$ cat src/hw/acr_params.svh
// Register offsets, field positions, reset values and clock division ratios.
`ifndef ACR_PARAMS_SVH
`define ACR_PARAMS_SVH
`define ACR_OFF_CTRL 32'h0000_0000
`define ACR_OFF_RES_HI 32'h0000_0004
`define ACR_OFF_RES_LO 32'h0000_0008
`define ACR_CTRL_RESET 8'h00
`define ACR_RES_RESET 8'h00
`define ACR_CTRL_WMASK 8'hF7
`define ACR_FMT_BIT 7
`define ACR_CS_MSB 6
`define ACR_CS_LSB 4
`define ACR_UNIMP_BIT 3
`define ACR_NREF_BIT 2
`define ACR_PREF_MSB 1
`define ACR_PREF_LSB 0
`define ACR_CS_DIV_ALT 3'h0
`define ACR_CS_DIV8 3'h1
`define ACR_CS_DIV32 3'h2
`define ACR_CS_RC_A 3'h3
`define ACR_CS_DIV4 3'h4
`define ACR_CS_DIV16 3'h5
`define ACR_CS_DIV64 3'h6
`define ACR_CS_RC_B 3'h7
`define ACR_RATIO_DIV8 8'h08
`define ACR_RATIO_DIV32 8'h20
`define ACR_RATIO_DIV4 8'h04
`define ACR_RATIO_DIV16 8'h10
`define ACR_RATIO_DIV64 8'h40
`define ACR_RESP_OKAY 2'h0
`define ACR_RESP_SLVERR 2'h2
`endif

$ cat src/hw/acr_pkg.sv
// Types shared by the converter configuration and result register block.
package acr_pkg;
    typedef struct packed {
        logic awvalid;
        logic [31:0] awaddr;
        logic wvalid;
        logic [31:0] wdata;
        logic [3:0] wstrb;
        logic bready;
        logic arvalid;
        logic [31:0] araddr;
        logic rready;
    } acr_axi_req_t;

    typedef struct packed {
        logic awready;
        logic wready;
        logic bvalid;
        logic [1:0] bresp;
        logic arready;
        logic rvalid;
        logic [31:0] rdata;
        logic [1:0] rresp;
    } acr_axi_rsp_t;

    typedef struct packed {
        logic [6:0] cnt;
        logic [2:0] sel;
        logic tick;
    } acr_div_state_t;

    typedef struct packed {
        logic [7:0] ctrl;
        logic [7:0] res_hi;
        logic [7:0] res_lo;
        logic aw_have;
        logic [31:0] awaddr;
        logic w_have;
        logic [7:0] wdata;
        logic wstrb0;
        logic awready;
        logic wready;
        logic bvalid;
        logic [1:0] bresp;
        logic arready;
        logic rvalid;
        logic [7:0] rdata;
        logic [1:0] rresp;
        logic rd_ctrl;
        logic use_rc;
        logic nref;
        logic [1:0] pref;
    } acr_state_t;
endpackage

$ cat src/hw/acr_clk_div.sv
// Conversion clock tick generator dividing the system clock by the selected ratio.
`timescale 1ns/100ps
`include "acr_params.svh"
module acr_clk_div #(
    parameter int DIV_CODE0 = 2
) (
    // Clock and reset
    input wire logic aclk,
    input wire logic aresetn,
    // Selection and tick
    input wire logic [2:0] clk_sel,
    output logic tick
);
    if (DIV_CODE0 < 2 || DIV_CODE0 > 128) begin : g_chk
        $error("DIV_CODE0 must lie in 2..128");
    end

    acr_pkg::acr_div_state_t s_q, s_d;
    logic [7:0] ratio;
    logic is_rc;

    always_comb begin
        unique case (s_q.sel)
            `ACR_CS_DIV8: ratio = `ACR_RATIO_DIV8;
            `ACR_CS_DIV32: ratio = `ACR_RATIO_DIV32;
            `ACR_CS_DIV4: ratio = `ACR_RATIO_DIV4;
            `ACR_CS_DIV16: ratio = `ACR_RATIO_DIV16;
            `ACR_CS_DIV64: ratio = `ACR_RATIO_DIV64;
            `ACR_CS_RC_A, `ACR_CS_RC_B: ratio = 8'h01;
            `ACR_CS_DIV_ALT: ratio = 8'(DIV_CODE0);
        endcase
        is_rc = (s_q.sel == `ACR_CS_RC_A) || (s_q.sel == `ACR_CS_RC_B);
        s_d = s_q;
        s_d.sel = clk_sel;
        // A new selection restarts the count so no short period leaks out.
        if (clk_sel != s_q.sel || is_rc) begin
            s_d.cnt = 7'h00;
            s_d.tick = 1'b0;
        end else if ({1'b0, s_q.cnt} == ratio - 8'h01) begin
            s_d.cnt = 7'h00;
            s_d.tick = 1'b1;
        end else begin
            s_d.cnt = s_q.cnt + 7'h01;
            s_d.tick = 1'b0;
        end
    end

    always_ff @(posedge aclk) begin
        if (!aresetn) begin
            s_q <= '0;
        end else begin
            s_q <= s_d;
        end
    end

    assign tick = s_q.tick;
endmodule

$ cat src/hw/acr_top.sv
// Converter configuration and result registers behind an AXI4-Lite slave.
`timescale 1ns/100ps
`include "acr_params.svh"
module acr_top #(
    parameter int DIV_CODE0 = 2,
    parameter int RES_W = 10
) (
    // Clock and reset
    input wire logic aclk,
    input wire logic aresetn,
    // Register bus
    input wire acr_pkg::acr_axi_req_t axi_req,
    output acr_pkg::acr_axi_rsp_t axi_rsp,
    // Converter core result, on the same clock
    input wire logic result_valid,
    input wire logic [9:0] conversion_result,
    // Converter core configuration
    output logic conv_clk_tick,
    output logic use_rc_clock,
    output logic result_format_select,
    output logic negative_reference_select,
    output logic [1:0] positive_reference_select
);
    if (RES_W != 10) begin : g_chk
        $error("RES_W must be 10");
    end

    // ----------------------------------------------------------------
    // State update
    // ----------------------------------------------------------------
    acr_pkg::acr_state_t s_q, s_d;
    logic aw_fire;
    logic w_fire;
    logic ar_fire;
    logic wr_go;
    logic [2:0] cs_d;

    always_comb begin
        s_d = s_q;
        aw_fire = axi_req.awvalid && s_q.awready;
        w_fire = axi_req.wvalid && s_q.wready;
        ar_fire = axi_req.arvalid && s_q.arready;
        wr_go = s_q.aw_have && s_q.w_have && !s_q.bvalid;
        if (aw_fire) begin
            s_d.aw_have = 1'b1;
            s_d.awaddr = axi_req.awaddr;
        end
        if (w_fire) begin
            s_d.w_have = 1'b1;
            s_d.wdata = axi_req.wdata[7:0];
            s_d.wstrb0 = axi_req.wstrb[0];
        end
        if (s_q.bvalid && axi_req.bready) begin
            s_d.bvalid = 1'b0;
        end
        // Address and data may arrive in either order; the write is done
        // once both are held, so a response never precedes its data.
        if (wr_go) begin
            s_d.aw_have = 1'b0;
            s_d.w_have = 1'b0;
            s_d.bvalid = 1'b1;
            s_d.bresp = `ACR_RESP_OKAY;
            unique case (s_q.awaddr)
                `ACR_OFF_CTRL: begin
                    if (s_q.wstrb0) begin
                        s_d.ctrl = s_q.wdata & `ACR_CTRL_WMASK;
                    end
                end
                `ACR_OFF_RES_HI: begin
                    if (s_q.wstrb0) begin
                        s_d.res_hi = s_q.wdata;
                    end
                end
                `ACR_OFF_RES_LO: begin
                    if (s_q.wstrb0) begin
                        s_d.res_lo = s_q.wdata;
                    end
                end
                default: s_d.bresp = `ACR_RESP_SLVERR;
            endcase
        end
        // A finished conversion overrides a software write to the result registers in the same cycle.
        if (result_valid) begin
            if (!s_q.ctrl[`ACR_FMT_BIT]) begin
                s_d.res_hi = conversion_result[9:2];
                s_d.res_lo = {conversion_result[1:0], 6'h00};
            end else begin
                s_d.res_hi = {6'h00, conversion_result[9:8]};
                s_d.res_lo = conversion_result[7:0];
            end
        end
        if (s_q.rvalid && axi_req.rready) begin
            s_d.rvalid = 1'b0;
        end
        if (ar_fire) begin
            s_d.rvalid = 1'b1;
            s_d.rresp = `ACR_RESP_OKAY;
            s_d.rd_ctrl = 1'b0;
            unique case (axi_req.araddr)
                `ACR_OFF_CTRL: begin
                    s_d.rdata = s_q.ctrl & `ACR_CTRL_WMASK;
                    s_d.rd_ctrl = 1'b1;
                end
                `ACR_OFF_RES_HI: s_d.rdata = s_q.res_hi;
                `ACR_OFF_RES_LO: s_d.rdata = s_q.res_lo;
                default: begin
                    s_d.rdata = 8'h00;
                    s_d.rresp = `ACR_RESP_SLVERR;
                end
            endcase
        end
        s_d.awready = !s_d.aw_have;
        s_d.wready = !s_d.w_have;
        s_d.arready = !s_d.rvalid;
        cs_d = s_d.ctrl[`ACR_CS_MSB:`ACR_CS_LSB];
        s_d.use_rc = (cs_d == `ACR_CS_RC_A) || (cs_d == `ACR_CS_RC_B);
        s_d.nref = s_d.ctrl[`ACR_NREF_BIT];
        // Code 01 is stored as written; software is expected never to use it.
        s_d.pref = s_d.ctrl[`ACR_PREF_MSB:`ACR_PREF_LSB];
    end

    always_ff @(posedge aclk) begin
        if (!aresetn) begin
            s_q <= '0;
            s_q.ctrl <= `ACR_CTRL_RESET;
            s_q.res_hi <= `ACR_RES_RESET;
            s_q.res_lo <= `ACR_RES_RESET;
        end else begin
            s_q <= s_d;
        end
    end

    // ----------------------------------------------------------------
    // Conversion clock
    // ----------------------------------------------------------------
    acr_clk_div #(
        .DIV_CODE0(DIV_CODE0)
    ) u_div (
        .aclk(aclk),
        .aresetn(aresetn),
        .clk_sel(s_q.ctrl[`ACR_CS_MSB:`ACR_CS_LSB]),
        .tick(conv_clk_tick)
    );

    // ----------------------------------------------------------------
    // Outputs
    // ----------------------------------------------------------------
    assign axi_rsp.awready = s_q.awready;
    assign axi_rsp.wready = s_q.wready;
    assign axi_rsp.bvalid = s_q.bvalid;
    assign axi_rsp.bresp = s_q.bresp;
    assign axi_rsp.arready = s_q.arready;
    assign axi_rsp.rvalid = s_q.rvalid;
    assign axi_rsp.rdata = {24'h00_0000, s_q.rdata};
    assign axi_rsp.rresp = s_q.rresp;
    assign use_rc_clock = s_q.use_rc;
    assign result_format_select = s_q.ctrl[`ACR_FMT_BIT];
    assign negative_reference_select = s_q.nref;
    assign positive_reference_select = s_q.pref;

    // ----------------------------------------------------------------
    // Checks
    // ----------------------------------------------------------------
    logic ctrl_wr;
    assign ctrl_wr = wr_go && s_q.awaddr == `ACR_OFF_CTRL && s_q.wstrb0;

    logic wr_hit;
    logic rd_hit;
    logic res_wr;
    logic rc_code;
    assign wr_hit = s_q.awaddr == `ACR_OFF_CTRL || s_q.awaddr == `ACR_OFF_RES_HI
        || s_q.awaddr == `ACR_OFF_RES_LO;
    assign rd_hit = axi_req.araddr == `ACR_OFF_CTRL || axi_req.araddr == `ACR_OFF_RES_HI
        || axi_req.araddr == `ACR_OFF_RES_LO;
    assign res_wr = wr_go && s_q.wstrb0
        && (s_q.awaddr == `ACR_OFF_RES_HI || s_q.awaddr == `ACR_OFF_RES_LO);
    assign rc_code = s_q.wdata[`ACR_CS_MSB:`ACR_CS_LSB] == `ACR_CS_RC_A
        || s_q.wdata[`ACR_CS_MSB:`ACR_CS_LSB] == `ACR_CS_RC_B;
endmodule

$ cat config.mk
export PLATFORM = sky130hd
export DESIGN_NAME = acr_top
export DESIGN_NICKNAME = d
export VERILOG_FILES = /design/src/hw/acr_pkg.sv /design/src/hw/acr_clk_div.sv /design/src/hw/acr_top.sv
export VERILOG_INCLUDE_DIRS = /design/src /design/src/hw
export SDC_FILE = /design/constraint.sdc
export NUM_CORES = 1
export LEC_CHECK = 0
export BUFFER_PORTS_ARGS = -buffer_cell sky130_fd_sc_hd__buf_2
export CAP_MARGIN = 10
export CELL_PAD_IN_SITES_DETAIL_PLACEMENT = 1
export CELL_PAD_IN_SITES_GLOBAL_PLACEMENT = 2
export CORE_MARGIN = 1
export CORE_UTILIZATION = 31
export DETAILED_ROUTE_END_ITERATION = 12
export GPL_TIMING_DRIVEN = 0
export PLACE_DENSITY = 0.93
export SYNTH_ARGS = -nofsm -noshare
export SYNTH_HDL_FRONTEND = slang
export SYNTH_SLANG_ARGS = --single-unit
$ cat constraint.sdc
create_clock -name aclk -period 2.8 [get_ports aclk]
set_clock_uncertainty 0.2 [all_clocks]
set_input_delay 0.28 -clock aclk [delete_from_list [all_inputs] [get_ports aclk]]
set_output_delay 0.28 -clock aclk [all_outputs]
set_load 0.01 [all_outputs]
---- Yosys cells after proc, flatten, opt, wreduce, memory -nomap -nowiden ----
Memories as Yosys holds them, arrays and structs flattened. A register that Yosys moved wholly into a read port is not among the register bits.
Index checks and enable logic that the tools add are counted.
cells by class
  bitwise gates (word level) .............. 1
  add/sub/neg operators ................... 2
  reduce and logical (&&, ||, !) cells .... 28
  multiplexer cells ....................... 21
  equality and inequality tests ........... 10
operators by type and width
  operator                                               count
  equality test 32 x 3 -> 1 bit (second input constant)  2
  equality test 32 x 4 -> 1 bit (second input constant)  2
  logical NOT 32 bit                                     2
  two-way mux 33 bit                                     1
  two-way mux 16 bit                                     2
  two-way mux 24 bit                                     1
  two-way mux 8 bit                                      3
  case mux 8 bit (3 select lines)                        1
  two-way mux 7 bit                                      2
  two-way mux 12 bit                                     1
  two-way mux 10 bit                                     1
  nonzero test 2 bit                                     5
  AND reduction 3 bit                                    3
  OR reduction 3 bit                                     3
  equality test 7 x 8 -> 1 bit                           1
  subtractor 8 x 1 -> 8 bit (second input constant)      1
  adder 7 x 1 -> 7 bit (second input constant)           1
  logical AND 1 bit                                      7
  equality test 3 x 2 -> 1 bit (second input constant)   2
  equality test 3 bit (second input constant)            2
  two-way mux 3 bit                                      2
  two-way mux 1 bit                                      5
  logical NOT 1 bit                                      4
  two-way mux 2 bit                                      2
  4 further kinds                                        6
word-level totals
  output and inout port bits .............. 47
  memory bits (read-only) ................. 56
  memories kept ........................... 1
  register bits after elaboration ......... 99
memories
  name              words  bits a word  read ports  clocked after Yosys merged registers in  write ports  RTL line           text
  (name not given)  8      7            1           1                                        0            acr_clk_div.sv:23  unique case (s_q.sel)

---- Longest topological paths before layout ----
Gate-level depths: netlist of the first run.
  word-level depth ........................ 5
  depth in mapped cells ................... 7
  mapped depth without buffers ............ 7

---- Cells and area by module ----
From an unflattened synthesis of the first run, not the netlist that was laid out.
second synthesis, totals
  cells, all modules ...................... 533
  area total of the unflattened synthesis .. 4,629.4 um2
by module, submodules not included
  module       sequential area each (um2)  area an instance (um2)  cells each  instances
  acr_top      1,641.6                     3,798.6                 443         1
  acr_clk_div  360.3                       830.8                   90          1

---- Least setup slack after synthesis of the first run ----
Ideal clock, no wire load.
  path kind ............................... reg2reg
  start ................................... register, netlist name u_div.ratio[2]
  end ..................................... register u_div.s_q, in the netlist u_div.tick
  library setup time ...................... 0.115 ns
  path slack .............................. 0.868 ns
  stages on the path, launching flop included .. 6
  required time ........................... 2.485 ns
  arrival time ............................ 1.617 ns
  path buffers ............................ 0
  period minus slack after synthesis ...... 1.932 ns
  path through ............................ dfxtp_1 > or4_4 > or4_1 > nand4_1 > a221oi_4 > and2_1
on the way
  cells in the longest elaborated chain, start to end .. 3
ends and longest elaborated chain
  item                          RTL line           text
  subtractor 8 x 1 -> 8 bit     acr_clk_div.sv:39  end else if ({1'b0, s_q.cnt} == ratio - 8'h01) begin
  equality test 7 x 8 -> 1 bit  acr_clk_div.sv:39
  two-way mux 1 bit             acr_clk_div.sv:39
  end signal, assigned          acr_clk_div.sv:50  s_q <= '0;
  end signal, assigned          acr_clk_div.sv:52  s_q <= s_d;
  end, declared                 acr_clk_div.sv:18  acr_pkg::acr_div_state_t s_q, s_d;
No other way between the ends.
A chain may end at the register's enable or synchronous reset.

---- Worst setup path after layout of the first run ----
  start ................................... register s_q[55] (netlist name)
  end ..................................... register s_q, in the netlist use_rc_clock
on the way
  cells in the longest elaborated chain, start to end .. 5
  elaborated cells between the ends (all ways) .. 6
  classes of those cells .................. 2 x eq/ne; 2 x mux; 2 x reduce/logical
ends and longest elaborated chain
  item                                                                                         RTL line        text
  start, declared                                                                              acr_top.sv:31   acr_pkg::acr_state_t s_q, s_d;
  logical NOT 32 bit (*)                                                                       acr_top.sv:63   unique case (s_q.awaddr)
  two-way mux 7 bit (*)                                                                        acr_top.sv:63
  two-way mux 24 bit (*)                                                                       acr_top.sv:58   if (wr_go) begin
  equality test 3 x 2 -> 1 bit (no source line) / equality test 3 bit (equally long branches)  -
  logical OR 1 bit (*)                                                                         acr_top.sv:116  s_d.use_rc = (cs_d == `ACR_CS_RC_A) || (cs_d == `ACR_CS_RC_B);
Every way passes the cells marked *; elsewhere a longest branch is shown, timed or not. The select of a mux whose other input is x is not followed.

==> key figures, run 1 <==
Drt
  – Vias: 4,228
  – Drt first-iter violations: 133
  – Via/cell ratio: 4.719
  – Routed WL: 13.20 mm
  – Post-route DRC violation count: 0
  – Mean routed wirelength per cell: 14.73 um
  – Pre-Repair DR Iteration Count: 4
  – Antenna viol nets, final: 0

Finish
  – Most frequent cells in the layout: buf_2 (113), nand2_1 (102), dfxtp_1 (100)
  – Number of fill cells: 1,752
  – N_diodes: 0
  – Nets: 827
  – Area grow syn2layout: 31.80%
  – Share of cells above drive strength 1: 0.2584
  – Most common cell after layout, fill and taps aside: buf_2

Floorplan
  – I/O pin total: 165
  – DIE AREA: 15,480 um^2
  – Initial Utilization: 0.3185
  – Die span in y: 124.4 um
  – Row cnt: 44
  – Core area: 14,590 um^2
  – Die X: 124.4 um

Synthesis
  – Synthesized area: 4647 um^2
  – Synth area leader: dfxtp_1
  – Ys Warns: 0
  – Mean Syn Cell Area: 8.751 um^2
  – Share of the yosys chip area belonging to registers: 0.4308
  – Distinct cell type count after synthesis: 50
  – Largest cells by area after synthesis: dfxtp_1 (43%), nand2_1 (8.2%), buf_4 (7.1%)
  – Synth Instances: 531
  – Synth Register Bits: 100
  – Post-synth top area share: 0.4308

Timing
  – RSZ-0062 raised after global routing: false
  – Minimum hold slack: -0.0004853 ns
  – Final Hold Fails: 1
  – Fmax: 0.4288 GHz
  – TNS Setup: 0 ns
  – Final cycle utilization of the critical path: 0.8328
  – Slew Viols, Final: 0
  – Final setup violation count: 0
  – Final Critical Period: 2.332 ns
  – Worst setup margin: 0.4680 ns
  – Slew at the pin closest to its max-slew limit: 0.7219 ns
  – Max transition margin: 0.5187

Global route
  – Vias in the first global route: 4,441
  – All-layer global routing usage: 0.1741
  – Global-route wire length before repair: 21.72 mm
  – Largest net degree at the start of global routing: 15
  – Initial antenna violation count: 0
  – Remaining Overflow, GRT: 0

Setup path
  – R2R setup slack: 0.47 ns
  – CP bufs+invs: 0
  – CP cell instances: nor4_1 -> nand4_2 -> nor3_4 -> nand3_1 -> a21boi_1
  – CP Capture Point: use_rc_clock
  – Crit-path slowest cell: nor3_4
  – Crit path depth: 5
  – Critical path type: reg2reg
  – Max stage delay on crit path: 0.59 ns
  – Reg2reg end: use_rc_clock
  – Required time worst endpoint: 2.86 ns
  – Worst setup path start: s_q[55]
  – Reg2Reg Launch Point: s_q[55]
  – Worst Path Arrival: 2.39 ns
  – Crit start category: flip-flop
  – Top delay family on crit path: simple AND/OR/NAND/NOR gates
  – Worst Setup End Kind: flip-flop
  – Worst Reg2Reg Path Length in Cells: 5
  – Max Fanout on Critical Path: 9

Power and ir drop
  – Sequential Power Share: 0.476
  – Maximum VDD drop: 320.0 uV
  – Comb pwr share: 0.130
  – Cell area power density: 522.5 nW/um^2
  – Net load switching power: 0.7808 mW
  – Static leakage: 2.596 nW
  – Sw Share: 0.2440
  – Total internal power: 2.419 mW
  – Clock power share: 0.394

Run status
  – Failing checks: hold timing
  – Outcome: finished, violations left

Clocking
  – PostCTS Resize Cnt: 0
  – Clock buffers created by TritonCTS: 9
  – CTS clock-pin slew for the worst setup and hold paths: 0.06 ns
  – Worst skew pair latency: 0.35 ns
  – Clock buffer depth: 2
  – CTS tree: done
  – CTS sink count: 100
  – CTS H-tree lvls: 3
  – Clock Root Buffer: clkbuf_16

Placement
  – # port buffers: 109
  – GPL Wtd Cong: 0.8835
  – Post-place setup slack: 0.4594 ns
  – HPWL after DPL: 9.799 mm

Min path
  – Hold Crit Depth: 3
  – Hold Crit Class: in2reg

Job
  – Max-Cap Viols: 0
## state kept, by name (all words and copies together), names as in the netlist, named ones only
name / count
u_div.tick: 1
result_format_select: 1
s_q: 64
u_div.s_q: 10
u_div.ratio: 7
use_rc_clock: 1
axi_rsp: 15
## power groups by stage
stage / Clock (mW) / Combinational, mW / Sequential (mW)
after floorplan: 0 / 0.241 / 1.54
after global placement: 0 / 0.365 / 1.55
after detailed placement: 0 / 0.378 / 1.55
after CTS: 1.29 / 0.414 / 1.52
after global routing: 1.34 / 0.460 / 1.53
final: 1.26 / 0.416 / 1.52
## synthesized netlist by cell type (all sizes together)
master,count
conb,1
xnor2,8
inv,5
a22oi,13
nand4,4
clkbuf,23
a221oi,1
nor3,7
a22o,7
nand3,6
o211a,1
dfxtp,100
nor2,20
o21ai,25
nand3b,4
nand2b,2
a21boi,44
nand2,102
nand4b,3
or3,1
a21oi,21
a2111oi,2
nor3b,7
mux2i,19
o21a,2
buf,51
or4,2
and3b,2
ha,2
and2,7
and3,6
nor4,14
and4bb,1
o31ai,3
xor2,6
nor2b,9
## routing by layer
metal	routed length [um]	part of all wire	up-vias	global-route usage
met5	0	0	-	0
met4	280	0.021	0	0.07442
met3	507	0.038	21	0.02964
met2	6641	0.50	105	0.3094
met1	5767	0.44	1988	0.2046
li1	-	-	2114	-
## area by class of cell
cell class | instances | area [um^2] | area share
multi-input combinational | 377 | 2271 | 0.3708
sequential | 100 | 2002 | 0.3269
timing repair buffer | 140 | 855.8 | 0.1397
buffer | 74 | 449.2 | 0.07334
clock buffer | 15 | 267.8 | 0.04372
tap | 184 | 230.2 | 0.03759
clock inverter | 1 | 30.03 | 0.004903
inverter | 5 | 18.77 | 0.003064
## through the flow
step | utilization | hold slack (ns) | instance area, um^2 | cells | power [mW]
finish | 0.4198 | -0.0004853 | 6125 | 896 | 3.200
global placement | 0.3781 | 0.2511 | 5517 | 849 | 1.915
floorplan | - | 0.2249 | 4741 | 556 | 1.783
global route | 0.4198 | 0.001555 | 6125 | 896 | 3.332
CTS | 0.4198 | 0.0003516 | 6125 | 896 | 3.226
detailed placement | 0.3781 | 0.2642 | 5517 | 849 | 1.932
## what timing repair did
action                    CTS  global route
hold endpoints to repair   31             0
hold buffers               31             0
setup buffers               0             0
## cells by family after synthesis
logic type               synth area share
AND/OR/NAND/NOR                    0.2133
AO/OA/AOI/OAI                      0.1817
flip-flops                         0.4308
buffers and inverters              0.1007
multiplexers                      0.04093
XOR/XNOR                          0.02639
adder cells (fa/ha/maj)          0.005384
other                           0.0008070
## worst min path at each step
| stage | slack (ns) | end | start |
|---|---|---|---|
| floorplan | 0.22 | s_q[62] | axi_req[102] |
| detailed placement | 0.26 | s_q[39] | s_q[39] |
| CTS | 0.0004 | s_q[35] | axi_req[75] |
| global placement | 0.25 | s_q[36] | s_q[36] |
| global route | 0.002 | s_q[26] | axi_req[42] |
| finish | -0.0005 | s_q[26] | axi_req[42] |
## worst min-delay path, stage by stage
cell	delay [ns]
buf_2	0.10
nand2_1	0.05
a21boi_0	0.06
No activity file was read; power rests on OpenSTA's default activity.
==> inputs of run 2 (changes only) <==
--- a/config.mk
+++ b/config.mk
@@ -6,15 +6,16 @@
 export SDC_FILE = /design/constraint.sdc
 export NUM_CORES = 1
 export LEC_CHECK = 0
+export ABC_AREA = 1
 export BUFFER_PORTS_ARGS = -buffer_cell sky130_fd_sc_hd__buf_2
 export CAP_MARGIN = 10
 export CELL_PAD_IN_SITES_DETAIL_PLACEMENT = 1
 export CELL_PAD_IN_SITES_GLOBAL_PLACEMENT = 2
 export CORE_MARGIN = 1
-export CORE_UTILIZATION = 31
+export CORE_UTILIZATION = 24
 export DETAILED_ROUTE_END_ITERATION = 12
 export GPL_TIMING_DRIVEN = 0
-export PLACE_DENSITY = 0.93
+export PLACE_DENSITY = 0.82
 export SYNTH_ARGS = -nofsm -noshare
 export SYNTH_HDL_FRONTEND = slang
 export SYNTH_SLANG_ARGS = --single-unit
==> constraint.sdc (replaced) <==
create_clock -name aclk -period 2 [get_ports aclk]
set_clock_uncertainty 0.2 [all_clocks]
set_input_delay 0.2 -clock aclk [delete_from_list [all_inputs] [get_ports aclk]]
set_output_delay 0.2 -clock aclk [all_outputs]
set_load 0.01 [all_outputs]
==> key figures, run 2 <==
Synthesis
  – Synthesized area: 4876 um^2
  – Synth Register Bits: 100
  – Synth area leader: dfxtp_1
  – Most common cell in the netlist: nor2_1
  – Share of the yosys chip area belonging to registers: 0.4106
  – Most common flop cell mapped by yosys: dfxtp_1
  – Mean Syn Cell Area: 7.170 um^2
  – Most common library cells after synthesis: nor2_1 (150), dfxtp_1 (100), nand2_1 (95)
  – Distinct cell type count after synthesis: 38
  – Ys async rst share: 0
  – Largest cells by area after synthesis: dfxtp_1 (41%), nor2_1 (12%), nand2_1 (7.3%)
  – Ys Warns: 0
  – Post-synth EDFFs: 0
  – Post-synth top area share: 0.4106
  – Synth Instances: 680

Clocking
  – CTS tree: done
  – Clock buffer depth: 2
  – Clock Root Buffer: clkbuf_16
  – CTS clock-pin slew for the worst setup and hold paths: 0.07 ns
  – CTS sink count: 100
  – Clock buffers created by TritonCTS: 9
  – Worst skew pair latency: 0.35 ns
  – CTS H-tree lvls: 3

Drt
  – Routed WL: 14.18 mm
  – Vias: 4,626
  – Mean routed wirelength per cell: 12.44 um
  – Highest metal used: met4
  – Metal1 wirelength: 6.391 mm
  – Met2 wire len: 7.150 mm
  – Pre-Repair DR Iteration Count: 5
  – Via/cell ratio: 4.058
  – Metal3 WL: 517 um
  – Post-route DRC violation count: 0
  – Antenna viol nets, final: 0
  – Drt first-iter violations: 144

Timing
  – Fmax: 0.5586 GHz
  – RSZ-0062 raised after global routing: false
  – Final Critical Period: 1.790 ns
  – Final setup violation count: 0
  – Max transition margin: 0.5808
  – TNS Setup: 0 ns
  – Final cycle utilization of the critical path: 0.8950
  – Slew at the pin closest to its max-slew limit: 0.6288 ns
  – Slew Viols, Final: 0
  – Final Hold Fails: 0

Global route
  – Global-route wire length before repair: 22.78 mm
  – Vias in the first global route: 4,636
  – Initial antenna violation count: 0
  – Largest net degree at the start of global routing: 18
  – Remaining Overflow, GRT: 0
  – All-layer global routing usage: 0.1429

Floorplan
  – Die span in y: 144.5 um
  – I/O pin total: 165
  – Initial Utilization: 0.2473
  – Row cnt: 51
  – DIE AREA: 20,890 um^2
  – Die X: 144.5 um
  – Core area: 19,720 um^2

Power and ir drop
  – Maximum VDD drop: 393.9 uV
  – Static leakage: 3.077 nW
  – Total chip power: 4.854 mW
  – Cell area power density: 731.6 nW/um^2

Setup path
  – Required time worst endpoint: 2.07 ns
  – Crit start category: flip-flop
  – Max Fanout on Critical Path: 9
  – Critical path type: reg2reg
  – Worst Reg2Reg Path Length in Cells: 9
  – Worst Setup End Kind: flip-flop
  – Worst Path Arrival: 1.86 ns

Min path
  – Hold Crit Depth: 5
  – Hold Crit Class: in2reg

Placement
  – HPWL after DPL: 10.98 mm
  – GPL Wtd Cong: 0.7700
  – # port buffers: 111

Finish
  – Number of flip-flops in the largest register: 64
  – Top reg by flops: s_q
  – Most common cell after layout, fill and taps aside: nor2_1
  – Area grow syn2layout: 36.08%
  – Share of cells above drive strength 1: 0.2457
  – Most frequent cells in the layout: nor2_1 (150), buf_2 (113), dfxtp_1 (100)
  – N_diodes: 0
  – Nets: 990

Job
  – Max-Cap Viols: 0

Run status
  – Outcome: finished, final reports clean
## run 2: worst max-delay path: stages (launching register included)
cell and delay, ns:
dfxtp_1 0.31, nor2_1 0.10, nand3_1 0.11, nor2_1 0.17
nand3_1 0.14, nor2_4 0.22, nand2_4 0.12, nand2_1 0.08
nand3_1 0.08, nor2_1 0.18
## run 2: cell type report
type / count / area [um^2]
fillers: 2441 / 13080
multi-input cells: 479 / 2297
flip-flops and latches: 100 / 2002
repair buffers: 154 / 985.9
plain buffers: 63 / 435.4
well taps: 265 / 331.6
inverters: 63 / 237.7
clock buffers: 9 / 225.2
clock inverters: 7 / 120.1
## run 2: logic make-up after synthesis
family / after synthesis / synth area share
simple gates: 328 / 0.2954
buf+inv: 126 / 0.1381
compound gates: 107 / 0.1214
flops: 100 / 0.4106
xor+xnor: 16 / 0.02874
fa+ha+maj: 2 / 0.005131
other cells: 1 / 0.0007691
## run 2: repair_timing
item / CTS / global route
hold buffers: 43 / 0
setup endpoints to repair: 0 / 7
gates resized for setup: 0 / 1
endpoints found under the hold margin: 44 / 0
setup buffers: 0 / 0
## run 2: path summary, 6_finish.rpt
check / start / to / slack (ns)
worst max-delay path: s_q[38] / use_rc_clock / 0.21
worst min-delay path: conversion_result[8] / s_q[79] / 0.02
worst max register to register: s_q[38] / use_rc_clock / 0.21
worst min register to register: s_q[53] / s_q[53] / 0.25
## run 2: report_power, final
group | internal (mW) | switching [mW] | total (mW)
Sequential | 2.09 | 0.0561 | 2.15
Combinational | 0.307 | 0.367 | 0.674
Clock | 1.23 | 0.805 | 2.03
Total | 3.63 | 1.23 | 4.85
## run 2: per-layer routing
layer / GRT usage / vias to the layer above
li1: - / 2468
met1: 0.1701 / 2077
met2: 0.2566 / 71
met3: 0.03510 / 10
met4: 0.03158 / 0
met5: 0 / -
## run 2: per-stage QoR
step	area (um^2)	cells	setup slack (ns)	hold slack, ns	utilization
after global routing	6635	1140	0.01380	0.05158	0.3365
after floorplan	4970	705	0.3602	0.1667	-
final	6635	1140	0.2099	0.01933	0.3365
after CTS	6633	1140	0.1104	0.003536	0.3364
after global placement	5857	1081	0.1548	0.2445	0.2970
after detailed placement	5857	1081	0.1215	0.2488	0.2970
==> inputs of run 3 (changes only) <==
--- a/config.mk
+++ b/config.mk
@@ -16,6 +16,8 @@
 export DETAILED_ROUTE_END_ITERATION = 12
 export GPL_TIMING_DRIVEN = 0
 export PLACE_DENSITY = 0.82
+export RECOVER_POWER = 25
+export SKIP_CTS_REPAIR_TIMING = 1
 export SYNTH_ARGS = -nofsm -noshare
 export SYNTH_HDL_FRONTEND = slang
 export SYNTH_SLANG_ARGS = --single-unit
==> key figures, run 3 (synthesized netlist as in run 2, its figures left out) <==
Run status
  – Outcome: finished, violations left
  – Failing checks: hold timing

Clocking
  – Clock Root Buffer: clkbuf_16
  – Clock buffer depth: 2
  – CTS sink count: 100
  – CTS H-tree lvls: 3
  – CTS clock-pin slew for the worst setup and hold paths: 0.07 ns
  – CTS tree: done
  – Clock buffers created by TritonCTS: 9
  – Worst skew pair latency: 0.35 ns

Setup path
  – CP cell instances: nor2_1 -> nand3_1 -> nor2_1 -> nand3_1 -> nor2_4 -> nand2_4 -> nand2_1 -> nand3_1 -> nor2_1
  – Required time worst endpoint: 2.07 ns
  – Crit-path slowest cell: dfxtp_1
  – Crit start category: flip-flop
  – Worst Reg2Reg Path Length in Cells: 9
  – Critical path type: reg2reg
  – Reg2Reg Launch Point: s_q[38]
  – Worst Path Arrival: 1.87 ns
  – CP Capture Point: use_rc_clock
  – Reg2reg end: use_rc_clock
  – Max Fanout on Critical Path: 9
  – Worst setup path start: s_q[38]
  – Worst Setup End Kind: flip-flop
  – Max stage delay on crit path: 0.31 ns
  – R2R setup slack: 0.20 ns

Timing
  – Final Hold Fails: 5
  – Final setup violation count: 0
  – RSZ-0062 raised after global routing: false
  – Fmax: 0.5553 GHz
  – TNS Setup: 0 ns
  – Slew Viols, Final: 0
  – Final cycle utilization of the critical path: 0.9004
  – Final Critical Period: 1.801 ns
  – Max transition margin: 0.5798
  – Minimum hold slack: -0.07470 ns
  – Slew at the pin closest to its max-slew limit: 0.6303 ns

Finish
  – Share of cells above drive strength 1: 0.2267
  – Area of the multi-input gates: 2297 um^2
  – Storage cell area: 2002 um^2
  – Post-route cell area: 6553 um^2
  – Most frequent cells in the layout: nor2_1 (150), dfxtp_1 (100), buf_2 (95)
  – Nets: 984
  – N_diodes: 0
  – Most common cell after layout, fill and taps aside: nor2_1
  – Number of flip-flops in the largest register: 64
  – Number of fill cells: 2,455
  – Area grow syn2layout: 34.39%
  – Top reg by flops: s_q

Global route
  – Initial antenna violation count: 0
  – Global-route wire length before repair: 21.78 mm
  – Vias in the first global route: 4,354
  – Largest net degree at the start of global routing: 18
  – Remaining Overflow, GRT: 0
  – All-layer global routing usage: 0.1370

Drt
  – Via/cell ratio: 4.041
  – Mean routed wirelength per cell: 12.32 um
  – Drt first-iter violations: 153
  – Post-route DRC violation count: 0
  – Antenna viol nets, final: 0
  – Vias: 4,582
  – Pre-Repair DR Iteration Count: 4
  – Routed WL: 13.98 mm

Power and ir drop
  – Net load switching power: 1.227 mW
  – Sequential Power Share: 0.443
  – Clock power share: 0.420
  – Total internal power: 3.616 mW
  – Static leakage: 2.978 nW
  – Sw Share: 0.2534
  – Maximum VDD drop: 393.9 uV
  – Comb pwr share: 0.136
  – Cell area power density: 739.1 nW/um^2

Floorplan
  – Die span in y: 144.5 um
  – Core area: 19,720 um^2
  – Initial Utilization: 0.2473
  – Row cnt: 51
  – Die X: 144.5 um
  – I/O pin total: 165
  – DIE AREA: 20,890 um^2

Min path
  – Min-delay src: axi_req[92]
  – Hold Crit Class: in2reg

Placement
  – # port buffers: 111
  – GPL Wtd Cong: 0.7700
  – HPWL after DPL: 10.98 mm
  – Dpl cell area: 5857 um^2

Job
  – Max-Cap Viols: 0
==> run 3: final cells by class <==
type / instances / area share
sequential: 100 / 0.3055
tap: 265 / 0.05060
clock inverter: 7 / 0.01833
multi-input combinational: 479 / 0.3506
inverter: 63 / 0.03628
buffer: 63 / 0.06645
timing repair buffer: 148 / 0.1379
clock buffer: 9 / 0.03437
==> run 3: power by group through the flow <==
stage,clock network [mW],registers (mW),logic (mW)
after floorplan,0,2.18,0.410
after global placement,0,2.19,0.602
after detailed placement,0,2.19,0.610
after CTS,2.09,2.15,0.615
after global routing,2.17,2.16,0.754
final,2.04,2.15,0.661
==> run 3: worst min-delay path by stage <==
stage	cells past startpoint	to	slack, ns
floorplan	2	s_q[23]	0.17
global placement	2	s_q[53]	0.24
detailed placement	2	s_q[53]	0.25
CTS	3	s_q[28]	-0.11
global route	3	s_q[35]	-0.03
finish	3	s_q[52]	-0.07
==> run 3: critical path: cells and delay by family (launching register included) <==
family	cells	cell delay, ns
AND/OR/NAND/NOR	9	1.20
flip-flops	1	0.31
==> run 3: per-layer routing <==
layer	up-vias	wire [um]	GRT usage
li1	2453	-	-
met5	-	0	0
met1	2047	6439	0.1675
met2	72	6919	0.2366
met3	10	500	0.03808
met4	0	116	0.03158
==> run 3: metrics by stage <==
stage | cells | worst slack, ns | hold slack, ns | power, mW | utilization
after floorplan | 705 | 0.3602 | 0.1667 | 2.586 | -
after global placement | 1081 | 0.1548 | 0.2445 | 2.792 | 0.2970
after detailed placement | 1081 | 0.1215 | 0.2488 | 2.803 | 0.2970
after CTS | 1097 | 0.1104 | -0.1139 | 4.853 | 0.3146
after global routing | 1134 | 0.01384 | -0.03041 | 5.079 | 0.3323
final | 1134 | 0.1993 | -0.07470 | 4.843 | 0.3323
